### config.mk
export PLATFORM = sky130hd
export DESIGN_NAME = sync_serial_sio
export DESIGN_NICKNAME = d
export VERILOG_FILES = /design/src/sio_pkg.sv /design/src/sck_rate_divider.sv /design/src/sync_serial_sio.sv
export SDC_FILE = /design/constraint.sdc
export NUM_CORES = 1
export LEC_CHECK = 0
export ABC_AREA = 1
export CAP_MARGIN = 20
export CORE_ASPECT_RATIO = 2
export CORE_UTILIZATION = 50
export DETAILED_ROUTE_END_ITERATION = 7
export DONT_BUFFER_PORTS = 1
export PLACE_DENSITY = 0.71
export SKIP_CTS_REPAIR_TIMING = 1
export SLEW_MARGIN = 20
export SYNTH_ARGS = -nofsm -noshare
export SYNTH_HDL_FRONTEND = slang
export SYNTH_SLANG_ARGS = --single-unit
### constraint.sdc
create_clock -name CLK -period 5.28 [get_ports CLK]
set_clock_uncertainty 0.05 [all_clocks]
set_input_delay 1.584 -clock CLK [delete_from_list [all_inputs] [get_ports CLK]]
set_output_delay 1.584 -clock CLK [all_outputs]
set_load 0.05 [all_outputs]
### src/sio_pkg.sv
// package for the clock-synchronous serial shift block: offsets, fields, codes
// assumes a 32-bit register port with byte addresses on word boundaries
`default_nettype none

package sio_pkg;

    // register byte addresses
    localparam logic [7:0] OFF_ENABLE  = 8'h00;
    localparam logic [7:0] OFF_XFER    = 8'h04;
    localparam logic [7:0] OFF_DATA    = 8'h08;
    localparam logic [7:0] OFF_MODE    = 8'h0c; // write: mode control, read: status
    localparam logic [7:0] OFF_IRQ_ST  = 8'h10;
    localparam logic [7:0] OFF_IRQ_MSK = 8'h14;

    // field positions
    localparam int EN_BIT     = 7;
    localparam int START_BIT  = 7;
    localparam int INH_BIT    = 6;
    localparam int DIR_LSB    = 4;
    localparam int XFER_ONE   = 3;
    localparam int SCK_LSB    = 0;
    localparam int MODE_LSB   = 2;
    localparam int ST_XFER    = 3;
    localparam int ST_SHIFT   = 2;
    localparam int IRQ_EMPTY  = 0;
    localparam int IRQ_RXDONE = 1;
    localparam int IRQ_W      = 2;

    // fixed read patterns
    localparam logic [7:0] STATUS_ONES = 8'hf3;

    // transfer direction codes
    localparam logic [1:0] DIR_TX  = 2'h0;
    localparam logic [1:0] DIR_TRX = 2'h2;
    localparam logic [1:0] DIR_RX  = 2'h3;

    // interface mode codes
    localparam logic [1:0] MODE_PORT = 2'h0;
    localparam logic [1:0] MODE_SIO  = 2'h1;
    localparam logic [1:0] MODE_BUS  = 2'h2;

    // serial clock selection
    localparam logic [2:0] SCK_EXT = 3'h7;
    localparam int         DIV_W   = 8;
    // extra system clocks per half period so synchronised data-in settles before sampling
    localparam logic [DIV_W-1:0] SAMPLE_SLACK = 8'h04;

    // reset values
    localparam logic [1:0] DIR_RST  = 2'h0;
    localparam logic [2:0] SCK_RST  = 3'h0;
    localparam logic [1:0] MODE_RST = 2'h0;
    localparam logic [7:0] BYTE_RST = 8'h00;

    // index of the last bit in one frame
    localparam logic [2:0] LAST_BIT = 3'h7;

    typedef enum logic [3:0] {
        ST_IDLE  = 4'b0001,
        ST_LOAD  = 4'b0010,
        ST_RUN   = 4'b0100,
        ST_WAIT  = 4'b1000
    } xfer_state_e;

endpackage : sio_pkg

`default_nettype wire

### src/sck_rate_divider.sv
// serial clock rate divider: one-cycle tick every 2^(sel+1) plus slack system clocks
// assumes the caller gates run low whenever no internal serial clock is wanted
`default_nettype none
`timescale 1ns/1ps

module sck_rate_divider (
    input  wire logic                     clk,
    input  wire logic                     rst,
    input  wire logic                     run,
    input  wire logic [2:0]               sel,
    output logic                          tick
);
    logic [sio_pkg::DIV_W-1:0] cnt_ff;
    logic [sio_pkg::DIV_W-1:0] nxt_cnt;
    logic [sio_pkg::DIV_W-1:0] limit;
    logic                      tick_ff;
    logic                      nxt_tick;

    // half period limit; the counter restarts whenever run drops
    // slack keeps the fastest rates slower than the data-in synchroniser lag
    always_comb begin
        limit    = sio_pkg::DIV_W'((1 << (sel + 3'h1)) - 1) + sio_pkg::SAMPLE_SLACK;
        nxt_tick = 1'b0;
        nxt_cnt  = '0;
        if (run) begin
            if (cnt_ff >= limit) begin
                nxt_tick = 1'b1;
            end else begin
                nxt_cnt = cnt_ff + sio_pkg::DIV_W'(1);
            end
        end
    end

    always_ff @(posedge clk or posedge rst) begin
        if (rst) begin
            cnt_ff  <= '0;
            tick_ff <= 1'b0;
        end else begin
            cnt_ff  <= nxt_cnt;
            tick_ff <= nxt_tick;
        end
    end

    assign tick = tick_ff;

endmodule : sck_rate_divider

`default_nettype wire

### src/sync_serial_sio.sv
// clock-synchronous 8-bit serial shift interface with its register port
// assumes a single-cycle register master on CLK and a shift partner on pins
`default_nettype none
`timescale 1ns/1ps

module sync_serial_sio (
    input  wire logic        CLK,
    input  wire logic        RST,
    input  wire logic [7:0]  ADDR,
    input  wire logic [31:0] WDATA,
    input  wire logic        WR,
    input  wire logic        RD,
    output logic      [31:0] RDATA,
    input  wire logic        SCK_I,
    output logic             SCK_O,
    output logic             SCK_OE,
    output logic             SO,
    input  wire logic        SI,
    output logic             IRQ
);
    // pin synchronisers, three stages each
    logic [2:0] sck_sync_ff;
    logic [2:0] si_sync_ff;
    logic       sck_pin_ff;
    logic       si_pin_ff;

    // registers and engine state
    logic                     en_ff,       nxt_en;
    logic                     start_ff,    nxt_start;
    logic                     inh_ff,      nxt_inh;
    logic [1:0]               dir_ff,      nxt_dir;
    logic [2:0]               sck_sel_ff,  nxt_sck_sel;
    logic [1:0]               mode_ff,     nxt_mode;
    logic [7:0]               tx_buf_ff,   nxt_tx_buf;
    logic                     tx_full_ff,  nxt_tx_full;
    logic [7:0]               rx_buf_ff,   nxt_rx_buf;
    logic [7:0]               shreg_ff,    nxt_shreg;
    logic [2:0]               bit_cnt_ff,  nxt_bit_cnt;
    logic [sio_pkg::IRQ_W-1:0] isr_ff,     nxt_isr;
    logic [sio_pkg::IRQ_W-1:0] imr_ff,     nxt_imr;
    sio_pkg::xfer_state_e     state_ff,    nxt_state;
    logic                     sck_ff,      nxt_sck;
    logic                     sck_oe_ff,   nxt_sck_oe;
    logic                     so_ff,       nxt_so;
    logic                     irq_ff,      nxt_irq;
    logic [31:0]              rdata_ff,    nxt_rdata;

    logic                     ext_clk;
    logic                     div_tick;
    logic                     lead_edge;
    logic                     trail_edge;
    logic [sio_pkg::IRQ_W-1:0] events;
    logic [7:0]               shifted;

    // pins change only once the second and third stages agree
    always_ff @(posedge CLK or posedge RST) begin
        if (RST) begin
            sck_sync_ff <= 3'h7;
            si_sync_ff  <= 3'h0;
            sck_pin_ff  <= 1'b1;
            si_pin_ff   <= 1'b0;
        end else begin
            sck_sync_ff <= {sck_sync_ff[1:0], SCK_I};
            si_sync_ff  <= {si_sync_ff[1:0], SI};
            if (sck_sync_ff[1] == sck_sync_ff[2]) begin
                sck_pin_ff <= sck_sync_ff[2];
            end
            if (si_sync_ff[1] == si_sync_ff[2]) begin
                si_pin_ff <= si_sync_ff[2];
            end
        end
    end

    assign ext_clk = (sck_sel_ff == sio_pkg::SCK_EXT);

    // internal rate divider, runs only while shifting
    sck_rate_divider u_div (
        .clk  (CLK),
        .rst  (RST),
        .run  (en_ff && !ext_clk && (state_ff == sio_pkg::ST_RUN)),
        .sel  (sck_sel_ff),
        .tick (div_tick)
    );

    // leading edge drives data out, trailing edge samples it in
    always_comb begin
        if (ext_clk) begin
            lead_edge  = (sck_sync_ff[1] == sck_sync_ff[2]) && !sck_sync_ff[2] && sck_pin_ff;
            trail_edge = (sck_sync_ff[1] == sck_sync_ff[2]) && sck_sync_ff[2] && !sck_pin_ff;
        end else begin
            lead_edge  = div_tick && sck_ff;
            trail_edge = div_tick && !sck_ff;
        end
    end

    // bits enter at the top so the byte ends aligned at bit 0
    assign shifted = {si_pin_ff, shreg_ff[7:1]};

    // register port, shift engine and interrupt status
    always_comb begin
        nxt_en      = en_ff;
        nxt_start   = start_ff;
        nxt_inh     = inh_ff;
        nxt_dir     = dir_ff;
        nxt_sck_sel = sck_sel_ff;
        nxt_mode    = mode_ff;
        nxt_tx_buf  = tx_buf_ff;
        nxt_tx_full = tx_full_ff;
        nxt_rx_buf  = rx_buf_ff;
        nxt_shreg   = shreg_ff;
        nxt_bit_cnt = bit_cnt_ff;
        nxt_imr     = imr_ff;
        nxt_state   = state_ff;
        nxt_sck     = sck_ff;
        nxt_so      = so_ff;
        nxt_rdata   = 32'h0;
        events      = '0;

        // engine steps only while the interface is enabled
        if (en_ff) begin
            unique case (state_ff)
                sio_pkg::ST_IDLE: begin
                    // start waits for data unless receive only
                    if (start_ff && !inh_ff &&
                        (dir_ff == sio_pkg::DIR_RX || tx_full_ff)) begin
                        nxt_state = sio_pkg::ST_LOAD;
                    end
                end
                sio_pkg::ST_LOAD: begin
                    // move buffer to shifter, flag it empty
                    if (dir_ff != sio_pkg::DIR_RX) begin
                        nxt_shreg          = tx_buf_ff;
                        nxt_tx_full        = 1'b0;
                        events[sio_pkg::IRQ_EMPTY] = 1'b1;
                    end
                    nxt_bit_cnt = '0;
                    nxt_sck     = 1'b1;
                    nxt_state   = sio_pkg::ST_RUN;
                end
                sio_pkg::ST_RUN: begin
                    if (lead_edge) begin
                        nxt_sck = 1'b0;
                        // receive only leaves the output line alone
                        if (dir_ff != sio_pkg::DIR_RX) begin
                            nxt_so = shreg_ff[0];
                        end
                    end else if (trail_edge) begin
                        nxt_sck     = 1'b1;
                        nxt_shreg   = shifted;
                        nxt_bit_cnt = bit_cnt_ff + 3'h1;
                        if (bit_cnt_ff == sio_pkg::LAST_BIT) begin
                            if (dir_ff != sio_pkg::DIR_TX) begin
                                nxt_rx_buf = shifted;
                                events[sio_pkg::IRQ_RXDONE] = 1'b1;
                            end
                            // a stop request ends after the current byte
                            if (!start_ff) begin
                                nxt_state = sio_pkg::ST_IDLE;
                            end else if (dir_ff != sio_pkg::DIR_RX && !tx_full_ff) begin
                                nxt_state = sio_pkg::ST_WAIT;
                            end else begin
                                nxt_state = sio_pkg::ST_LOAD;
                            end
                        end
                    end
                end
                sio_pkg::ST_WAIT: begin
                    // clock held until software refills the buffer
                    if (!start_ff) begin
                        nxt_state = sio_pkg::ST_IDLE;
                    end else if (tx_full_ff) begin
                        nxt_state = sio_pkg::ST_LOAD;
                    end
                end
            endcase
            // inhibit aborts immediately and drops the start request
            if (inh_ff && state_ff != sio_pkg::ST_IDLE) begin
                nxt_state = sio_pkg::ST_IDLE;
                nxt_start = 1'b0;
                nxt_sck   = 1'b1;
            end
        end

        // register writes; writes other than enable need the enable bit set
        if (WR) begin
            if (ADDR == sio_pkg::OFF_ENABLE) begin
                nxt_en = WDATA[sio_pkg::EN_BIT];
            end else if (en_ff) begin
                unique case (ADDR)
                    sio_pkg::OFF_XFER: begin
                        nxt_start   = WDATA[sio_pkg::START_BIT];
                        nxt_inh     = WDATA[sio_pkg::INH_BIT];
                        nxt_dir     = WDATA[sio_pkg::DIR_LSB +: 2];
                        nxt_sck_sel = WDATA[sio_pkg::SCK_LSB +: 3];
                    end
                    sio_pkg::OFF_DATA: begin
                        // write side only; reads see the receive byte
                        nxt_tx_buf  = WDATA[7:0];
                        nxt_tx_full = 1'b1;
                    end
                    sio_pkg::OFF_MODE: begin
                        nxt_mode = WDATA[sio_pkg::MODE_LSB +: 2];
                    end
                    sio_pkg::OFF_IRQ_MSK: begin
                        nxt_imr = WDATA[sio_pkg::IRQ_W-1:0];
                    end
                    default: begin
                    end
                endcase
            end
        end

        // reads answer in the next cycle; fixed bits, unmapped reads zero
        if (RD) begin
            unique case (ADDR)
                sio_pkg::OFF_ENABLE: begin
                    nxt_rdata[sio_pkg::EN_BIT] = en_ff;
                end
                sio_pkg::OFF_XFER: begin
                    nxt_rdata[sio_pkg::START_BIT]       = start_ff;
                    nxt_rdata[sio_pkg::INH_BIT]         = inh_ff;
                    nxt_rdata[sio_pkg::DIR_LSB +: 2]    = dir_ff;
                    nxt_rdata[sio_pkg::XFER_ONE]        = 1'b1;
                    nxt_rdata[sio_pkg::SCK_LSB +: 3]    = sck_sel_ff;
                    // low clock bit reads one unless shift mode is chosen
                    if (mode_ff != sio_pkg::MODE_SIO) begin
                        nxt_rdata[sio_pkg::SCK_LSB] = 1'b1;
                    end
                end
                sio_pkg::OFF_DATA: begin
                    nxt_rdata[7:0] = rx_buf_ff;
                end
                sio_pkg::OFF_MODE: begin
                    // status view of the shared address
                    nxt_rdata[7:0]               = sio_pkg::STATUS_ONES;
                    nxt_rdata[sio_pkg::ST_XFER]  = (state_ff != sio_pkg::ST_IDLE);
                    nxt_rdata[sio_pkg::ST_SHIFT] = (state_ff == sio_pkg::ST_RUN);
                end
                sio_pkg::OFF_IRQ_ST: begin
                    nxt_rdata[sio_pkg::IRQ_W-1:0] = isr_ff;
                end
                sio_pkg::OFF_IRQ_MSK: begin
                    nxt_rdata[sio_pkg::IRQ_W-1:0] = imr_ff;
                end
                default: begin
                end
            endcase
        end

        // sticky status: a read clears, a new event in that cycle still sets
        nxt_isr    = ((RD && ADDR == sio_pkg::OFF_IRQ_ST) ? '0 : isr_ff) | events;
        nxt_irq    = |(nxt_isr & nxt_imr);
        // the pin is driven only with an internal clock mid transfer
        nxt_sck_oe = (nxt_sck_sel != sio_pkg::SCK_EXT) && (nxt_state != sio_pkg::ST_IDLE);
    end

    always_ff @(posedge CLK or posedge RST) begin
        if (RST) begin
            en_ff      <= 1'b0;
            start_ff   <= 1'b0;
            inh_ff     <= 1'b0;
            dir_ff     <= sio_pkg::DIR_RST;
            sck_sel_ff <= sio_pkg::SCK_RST;
            mode_ff    <= sio_pkg::MODE_RST;
            tx_buf_ff  <= sio_pkg::BYTE_RST;
            tx_full_ff <= 1'b0;
            rx_buf_ff  <= sio_pkg::BYTE_RST;
            shreg_ff   <= sio_pkg::BYTE_RST;
            bit_cnt_ff <= '0;
            isr_ff     <= '0;
            imr_ff     <= '0;
            state_ff   <= sio_pkg::ST_IDLE;
            sck_ff     <= 1'b1;
            sck_oe_ff  <= 1'b0;
            so_ff      <= 1'b0;
            irq_ff     <= 1'b0;
            rdata_ff   <= 32'h0;
        end else begin
            en_ff      <= nxt_en;
            start_ff   <= nxt_start;
            inh_ff     <= nxt_inh;
            dir_ff     <= nxt_dir;
            sck_sel_ff <= nxt_sck_sel;
            mode_ff    <= nxt_mode;
            tx_buf_ff  <= nxt_tx_buf;
            tx_full_ff <= nxt_tx_full;
            rx_buf_ff  <= nxt_rx_buf;
            shreg_ff   <= nxt_shreg;
            bit_cnt_ff <= nxt_bit_cnt;
            isr_ff     <= nxt_isr;
            imr_ff     <= nxt_imr;
            state_ff   <= nxt_state;
            sck_ff     <= nxt_sck;
            sck_oe_ff  <= nxt_sck_oe;
            so_ff      <= nxt_so;
            irq_ff     <= nxt_irq;
            rdata_ff   <= nxt_rdata;
        end
    end

    assign RDATA  = rdata_ff;
    assign SCK_O  = sck_ff;
    assign SCK_OE = sck_oe_ff;
    assign SO     = so_ff;
    assign IRQ    = irq_ff;

    // checks on the engine and the register port
    enable_freeze_a: assert property (@(posedge CLK) disable iff (RST)
        !en_ff |=> $stable(state_ff))
        else $error("engine moved while disabled");

    disable_hold_a: assert property (@(posedge CLK) disable iff (RST)
        (!en_ff && !(WR && ADDR == sio_pkg::OFF_ENABLE)) |=>
            $stable(dir_ff) && $stable(sck_sel_ff) && $stable(mode_ff))
        else $error("setting changed while disabled");

    start_load_a: assert property (@(posedge CLK) disable iff (RST)
        (en_ff && state_ff == sio_pkg::ST_IDLE && start_ff && !inh_ff && tx_full_ff)
            |=> state_ff == sio_pkg::ST_LOAD ##1 state_ff == sio_pkg::ST_RUN)
        else $error("start did not begin a transfer");

    inhibit_abort_a: assert property (@(posedge CLK) disable iff (RST)
        (en_ff && inh_ff && state_ff != sio_pkg::ST_IDLE) |=>
            state_ff == sio_pkg::ST_IDLE && !start_ff)
        else $error("inhibit did not abort");

    rx_keep_a: assert property (@(posedge CLK) disable iff (RST)
        (state_ff == sio_pkg::ST_LOAD && dir_ff == sio_pkg::DIR_RX && en_ff &&
            !(WR && ADDR == sio_pkg::OFF_DATA)) |=> $stable(tx_full_ff))
        else $error("receive only consumed the write buffer");

    sck_low_read_a: assert property (@(posedge CLK) disable iff (RST)
        (RD && ADDR == sio_pkg::OFF_XFER && mode_ff != sio_pkg::MODE_SIO) |=> RDATA[0])
        else $error("clock field low bit not one");

    status_view_a: assert property (@(posedge CLK) disable iff (RST)
        (RD && ADDR == sio_pkg::OFF_MODE) |=>
            RDATA[sio_pkg::ST_XFER] == $past(state_ff != sio_pkg::ST_IDLE) &&
            RDATA[7:4] == 4'hf)
        else $error("status read wrong");

    empty_flag_a: assert property (@(posedge CLK) disable iff (RST)
        (en_ff && state_ff == sio_pkg::ST_LOAD && dir_ff != sio_pkg::DIR_RX) |=>
            isr_ff[sio_pkg::IRQ_EMPTY])
        else $error("buffer empty event missing");

    ext_release_a: assert property (@(posedge CLK) disable iff (RST)
        ext_clk && !(WR && ADDR == sio_pkg::OFF_XFER) |=> !SCK_OE)
        else $error("clock pin driven in external mode");

endmodule : sync_serial_sio

`default_nettype wire

==> results of run 1 <==
[flip-flops by register name (all words and copies together) (netlist names), 3 cells and up]
name and cells:
RDATA 8, rx_buf_ff 8, shreg_ff 8, tx_buf_ff 8
u_div.cnt_ff 8, state_ff 4, bit_cnt_ff 3, sck_sel_ff 3
sck_sync_ff 3, si_sync_ff 3
[area by class of cell]
type / instances / area [um^2] / area share
Clock buffer: 13 / 240 / 0.0543
Clock inverter: 3 / 17.5 / 0.00396
Inverter: 65 / 245 / 0.0555
Multi-Input combinational cell: 341 / 1910 / 0.431
Sequential cell: 75 / 1880 / 0.426
Tap cell: 96 / 120 / 0.0272
Timing Repair Buffer: 1 / 7.51 / 0.00170
[layer usage]
metal | vias to the layer above | GRT usage | part of all wire
met3 | 26 | 0.0425 | 0.033
li1 | 1545 | - | -
met1 | 1488 | 0.230 | 0.37
met5 | - | 0 | 0
met4 | 0 | 0.128 | 0.046
met2 | 84 | 0.382 | 0.55
[per-stage QoR]
step	hold WS (ns)	setup slack (ns)
floorplan	0.281	1.75
global placement	0.290	2.38
detailed placement	0.295	2.36
CTS	0.307	2.60
global route	0.312	2.38
finish	0.305	2.60
[worst max-delay path by stage]
stage                            to  cells past startpoint     startpoint
CTS                           SCK_O                      0          SCK_O
finish              u_div.cnt_ff[4]                     12  sck_sel_ff[1]
global placement             SCK_OE                      8        ADDR[7]
detailed placement           SCK_OE                      8        ADDR[7]
floorplan                       IRQ                      1            RST
global route        u_div.cnt_ff[4]                     11  sck_sel_ff[1]
[cells by family (layout without fill, tap and decap cells)]
group / after synthesis / count (layout) / share of synthesized area
other cells: 1 / 24 / 0.000896
buf+inv: 96 / 82 / 0.115
flops: 75 / 75 / 0.450
compound gates: 79 / 79 / 0.126
xor+xnor: 4 / 4 / 0.00837
simple gates: 218 / 218 / 0.253
fa+ha+maj: 16 / 16 / 0.0472
[power breakdown]
group          internal, uW  total [uW]  switching (uW)
registers               594         623            28.9
logic                  21.0         113            92.0
clock network           317         539             222
[placed cells by master (no fill, tap or decap), drive strengths merged]
master    netlist  layout
maj3            1       1
clkinv          1       3
clkbuf          0      13
nand3          32      32
a41oi           1       1
or2             1       1
o41ai           1       1
conb            1      24
nor2           35      35
ha             15      15
a21oi          18      18
dfrtp          69      69
a31oi           3       3
o211ai          8       8
nand4           9       9
o2111ai         2       2
nand3b          4       4
clkinvlp        0       1
nor3            6       6
xnor2           1       1
buf            31       1
o21ai          46      46
dfstp           6       6
xor2            3       3
nand2         131     131
inv            64      64
==> results.cfg, run 1 <==
[sta]
setup_tns_ns = 0
slew-limit-headroom = 0.487
max_freq_mhz = 373
drv_slew = 0
max_slew.worst_pin.slew_ns = 0.769
finalSetupViolCount = 0
hold_viol = 0
final.period_utilization = 0.507
rsz0062_at_grt = false
min_period_ns = 2.68

[clock_network]
clk_latency_ns = 0.33
ctsLongestPathBuffers = 2
cts.htree.levels = 3
tritoncts = done
cts-root-buf = clkbuf_16
cts_buffers = 9
cts.sinks = 75
path_clk_slew_ns = 0.06

[yosys]
yosys.area.top_type_share = 0.412
synth_seq_cells = 75
yosysSeqAreaShare = 0.450
synthTopCellsByArea = dfrtp_1, nand2_1, inv_1, ha_1, buf_4
synth_edf_count = 0
synth_cells = 489
ys_types = 41
yosysMostFrequentCell = nand2_1
synth_common_cells = nand2_1, dfrtp_1, inv_1, nand3_1, nor2_1
async_reset_ff_frac = 1.00
avgSynthCellArea_um2 = 8.56
yosys.area.top_type = dfrtp_1
synthesis.area_um2 = 4190
ys_warn_count = 0
synth_ff_type = dfrtp_1

[final_layout]
finalInstanceArea_um2 = 4420
post-route-util = 0.553
final_nets = 554
drive_gt1_frac = 0.143
instances_no_fill = 594
fillerInstances = 725
synthToLayoutAreaGrowth_pct = 5.59
diodes = 0

[floorplanning]
rows = 46
start_util = 0.523
die_area_um2 = 8770
coreArea_um2 = 8000
die_y_um = 131
fp.dieW_um = 66.7
io_pins = 82

[hold_path]
min_path_type = register to register
hold_path_end = si_sync_ff[1]
min_from = si_sync_ff[0]
hold_depth = 0

[setup_path]
arrival_ns = 2.85
critPathSlowestCell = dfrtp_1
rr_startpoint = sck_sel_ff[1]
critPathCaptureType = register
critPathTopFamily = simple AND/OR/NAND/NOR gates
cpPeakStageDelay_ns = 0.45
r2r_cells = 12
critPathLaunchType = register
crit_type = register to register
critPathMaxFanout = 9
r2r_slack_ns = 2.60
crit_buf_inv = 1
path_cells = nand2_1 > inv_1 > ha_1 > nand3_1 > nor2_1 > a31oi_1 > ha_1 > a21oi_1 > o21ai_0 > nand2_1 > o2111ai_1 > nor3_1
r2r-end = u_div.cnt_ff[4]
worstPathRequired_ns = 5.45

[place]
place_area_um2 = 4160
portBuffers = 0
dp.cells = 578
place.gp.congestion = 0.882
hpwl_mm = 6.65

[drt]
drt_iter0_markers = 143
viasPerCell = 5.29
drcViolationCount = 0
drtAntennaViolNets = 0
firstDrtPassIters = 5
wire_per_inst_um = 14.8
vias = 3143
drt-total-wl_mm = 8.78

[global_route]
grtUsageTotal = 0.218
grt_antenna_before_repair = 0
grt-ovfl-total = 0
grt_max_degree = 50
grt_pass1_wl_mm = 14.4
grt_pass1_vias = 3063

[job]
cap_viol_max_count = 0

[status]
status = finished clean

[power]
p_leak_uw = 0.00215
vdd_drop_max_mv = 0.229
power_density_nw_per_um2 = 288
power_uw = 1270
No activity file was read; power rests on OpenSTA's default activity.
==> run 2: changes to the inputs <==
--- a/config.mk
+++ b/config.mk
@@ -11,7 +11,7 @@
 export CORE_UTILIZATION = 50
 export DETAILED_ROUTE_END_ITERATION = 7
 export DONT_BUFFER_PORTS = 1
-export PLACE_DENSITY = 0.71
+export PLACE_DENSITY = 0.74
 export SKIP_CTS_REPAIR_TIMING = 1
 export SLEW_MARGIN = 20
 export SYNTH_ARGS = -nofsm -noshare
==> constraint.sdc (replaced) <==
create_clock -name CLK -period 2.3 [get_ports CLK]
set_clock_uncertainty 0.05 [all_clocks]
set_input_delay 0.69 -clock CLK [delete_from_list [all_inputs] [get_ports CLK]]
set_output_delay 0.69 -clock CLK [all_outputs]
set_load 0.05 [all_outputs]
==> run 2 against run 1 <==
Clock power increased to 2.7 times the previous value. Sequential power rose by 130%. Register-to-register slack got worse by 2.5 ns. Largest cell class unchanged. Critical path type unchanged. Flip-flop and latch count stayed put.
==> results.cfg, run 2 (synthesis results as in run 1) <==
[sta]
slew-limit-headroom = 0.593
max_slew.worst_pin.slew_ns = 0.609
drv_slew = 0
min_period_ns = 2.22
max_freq_mhz = 451
hold_viol = 0
rsz0062_at_grt = true
finalSetupViolCount = 0
final.period_utilization = 0.964
timing.final.ws_setup_ns = 0.0824

[final_layout]
drive_gt1_frac = 0.189
layout_commonest_cell = nand2_1
diodes = 0
layout.cells.most_common_list = nand2_1, dfrtp_1, inv_1, nand3_1, nor2_1
synthToLayoutAreaGrowth_pct = 10.9
final_nets = 565
finalInstanceArea_um2 = 4640
post-route-util = 0.581

[drt]
viasPerCell = 5.27
drt-total-wl_mm = 8.80
vias = 3186
wire_per_inst_um = 14.5
firstDrtPassIters = 4
drt_iter0_markers = 153
drcViolationCount = 0
drtAntennaViolNets = 0

[global_route]
grt-ovfl-total = 0
grt_max_degree = 27
grtUsageTotal = 0.229
grt_antenna_before_repair = 0
grt_pass1_vias = 3211
grt_pass1_wl_mm = 14.9

[power]
p_leak_uw = 0.00225
vdd_drop_max_mv = 0.563
power_density_nw_per_um2 = 673
power_uw = 3130

[floorplanning]
fp.dieW_um = 66.7
io_pins = 82
die_area_um2 = 8770
die_y_um = 131
coreArea_um2 = 8000
rows = 46
start_util = 0.523

[setup_path]
r2r-end = u_div.cnt_ff[0]
critPathMaxFanout = 5
crit_type = register to register
r2r_slack_ns = 0.08
setup.worst_path.end = u_div.cnt_ff[0]
r2r_cells = 12
critPathLaunch = sck_sel_ff[1]
rr_startpoint = sck_sel_ff[1]
worstPathRequired_ns = 2.51
critPathCaptureType = register
arrival_ns = 2.43
critPathLaunchType = register

[clock_network]
cts.sinks = 75
tritoncts = done
path_clk_slew_ns = 0.07
cts-root-buf = clkbuf_16
clk_latency_ns = 0.34
cts_buffers = 9
ctsLongestPathBuffers = 2
cts.htree.levels = 3

[hold_path]
min_path_type = input port to async pin

[place]
hpwl_mm = 6.70
post-place-ws_ns = 0.0441
portBuffers = 0
place.gp.congestion = 0.959
place_area_um2 = 4250

[status]
status = finished clean

[job]
cap_viol_max_count = 0
-- run 2: cell types whose count changed in the layout (fill, tap and decap cells not counted), sizes merged --
cell      previous run  this run
buf                  1        12
clkbuf              13         9
inv                 64        67
clkinv               3         1
clkinvlp             1         3
bufinv               0         1
-- run 2: final cells by class --
cell class | count | area [um^2]
Multi-Input combinational cell | 341 | 1960
Tap cell | 96 | 120
Sequential cell | 75 | 1880
Clock buffer | 9 | 225
Clock inverter | 7 | 80.1
Timing Repair Buffer | 12 | 123
Inverter | 65 | 249
Fill cell | 725 | 3360
-- run 2: routing by layer --
layer	vias up	GRT usage	share of wire
met2	91	0.407	0.57
met4	0	0.105	0.026
met1	1504	0.245	0.36
met3	20	0.0495	0.039
met5	-	0	0
li1	1571	-	-
-- run 2: worst max-delay path, cell delays in order (launching register included) --
cell       delay (ns)
dfrtp_1          0.38
nand2_1          0.07
inv_2            0.05
ha_4             0.29
nand3_2          0.10
xor2_1           0.16
ha_1             0.31
a21oi_2          0.13
o21ai_1          0.07
nand2_1          0.07
o2111ai_2        0.15
buf_6            0.18
nor3_1           0.12
-- run 2: worst min-delay path by stage --
stage	from	endpoint	cells after the start
floorplan	si_sync_ff[0]	si_sync_ff[1]	0
detailed placement	sck_sync_ff[0]	sck_sync_ff[1]	0
global route	RST	u_div.cnt_ff[3]	1
global placement	si_sync_ff[0]	si_sync_ff[1]	0
finish	RST	u_div.cnt_ff[0]	1
CTS	RST	u_div.cnt_ff[0]	1
-- run 2: metrics by stage --
step	std cells	TNS [ns]	hold slack (ns)
final	605	0	0.238
after detailed placement	586	0	0.298
after global routing	605	-0.195	0.284
after floorplan	512	0	0.281
after CTS	602	0	0.246
after global placement	586	0	0.287
-- run 2: power breakdown --
group | internal [uW] | switching [uW] | total (uW) | leakage, uW
sequential | 1360 | 65.1 | 1430 | 0.00100
combinational | 56.6 | 213 | 270 | 0.00110
clock | 854 | 574 | 1430 | 0.000143
total | 2270 | 852 | 3130 | 0.00225
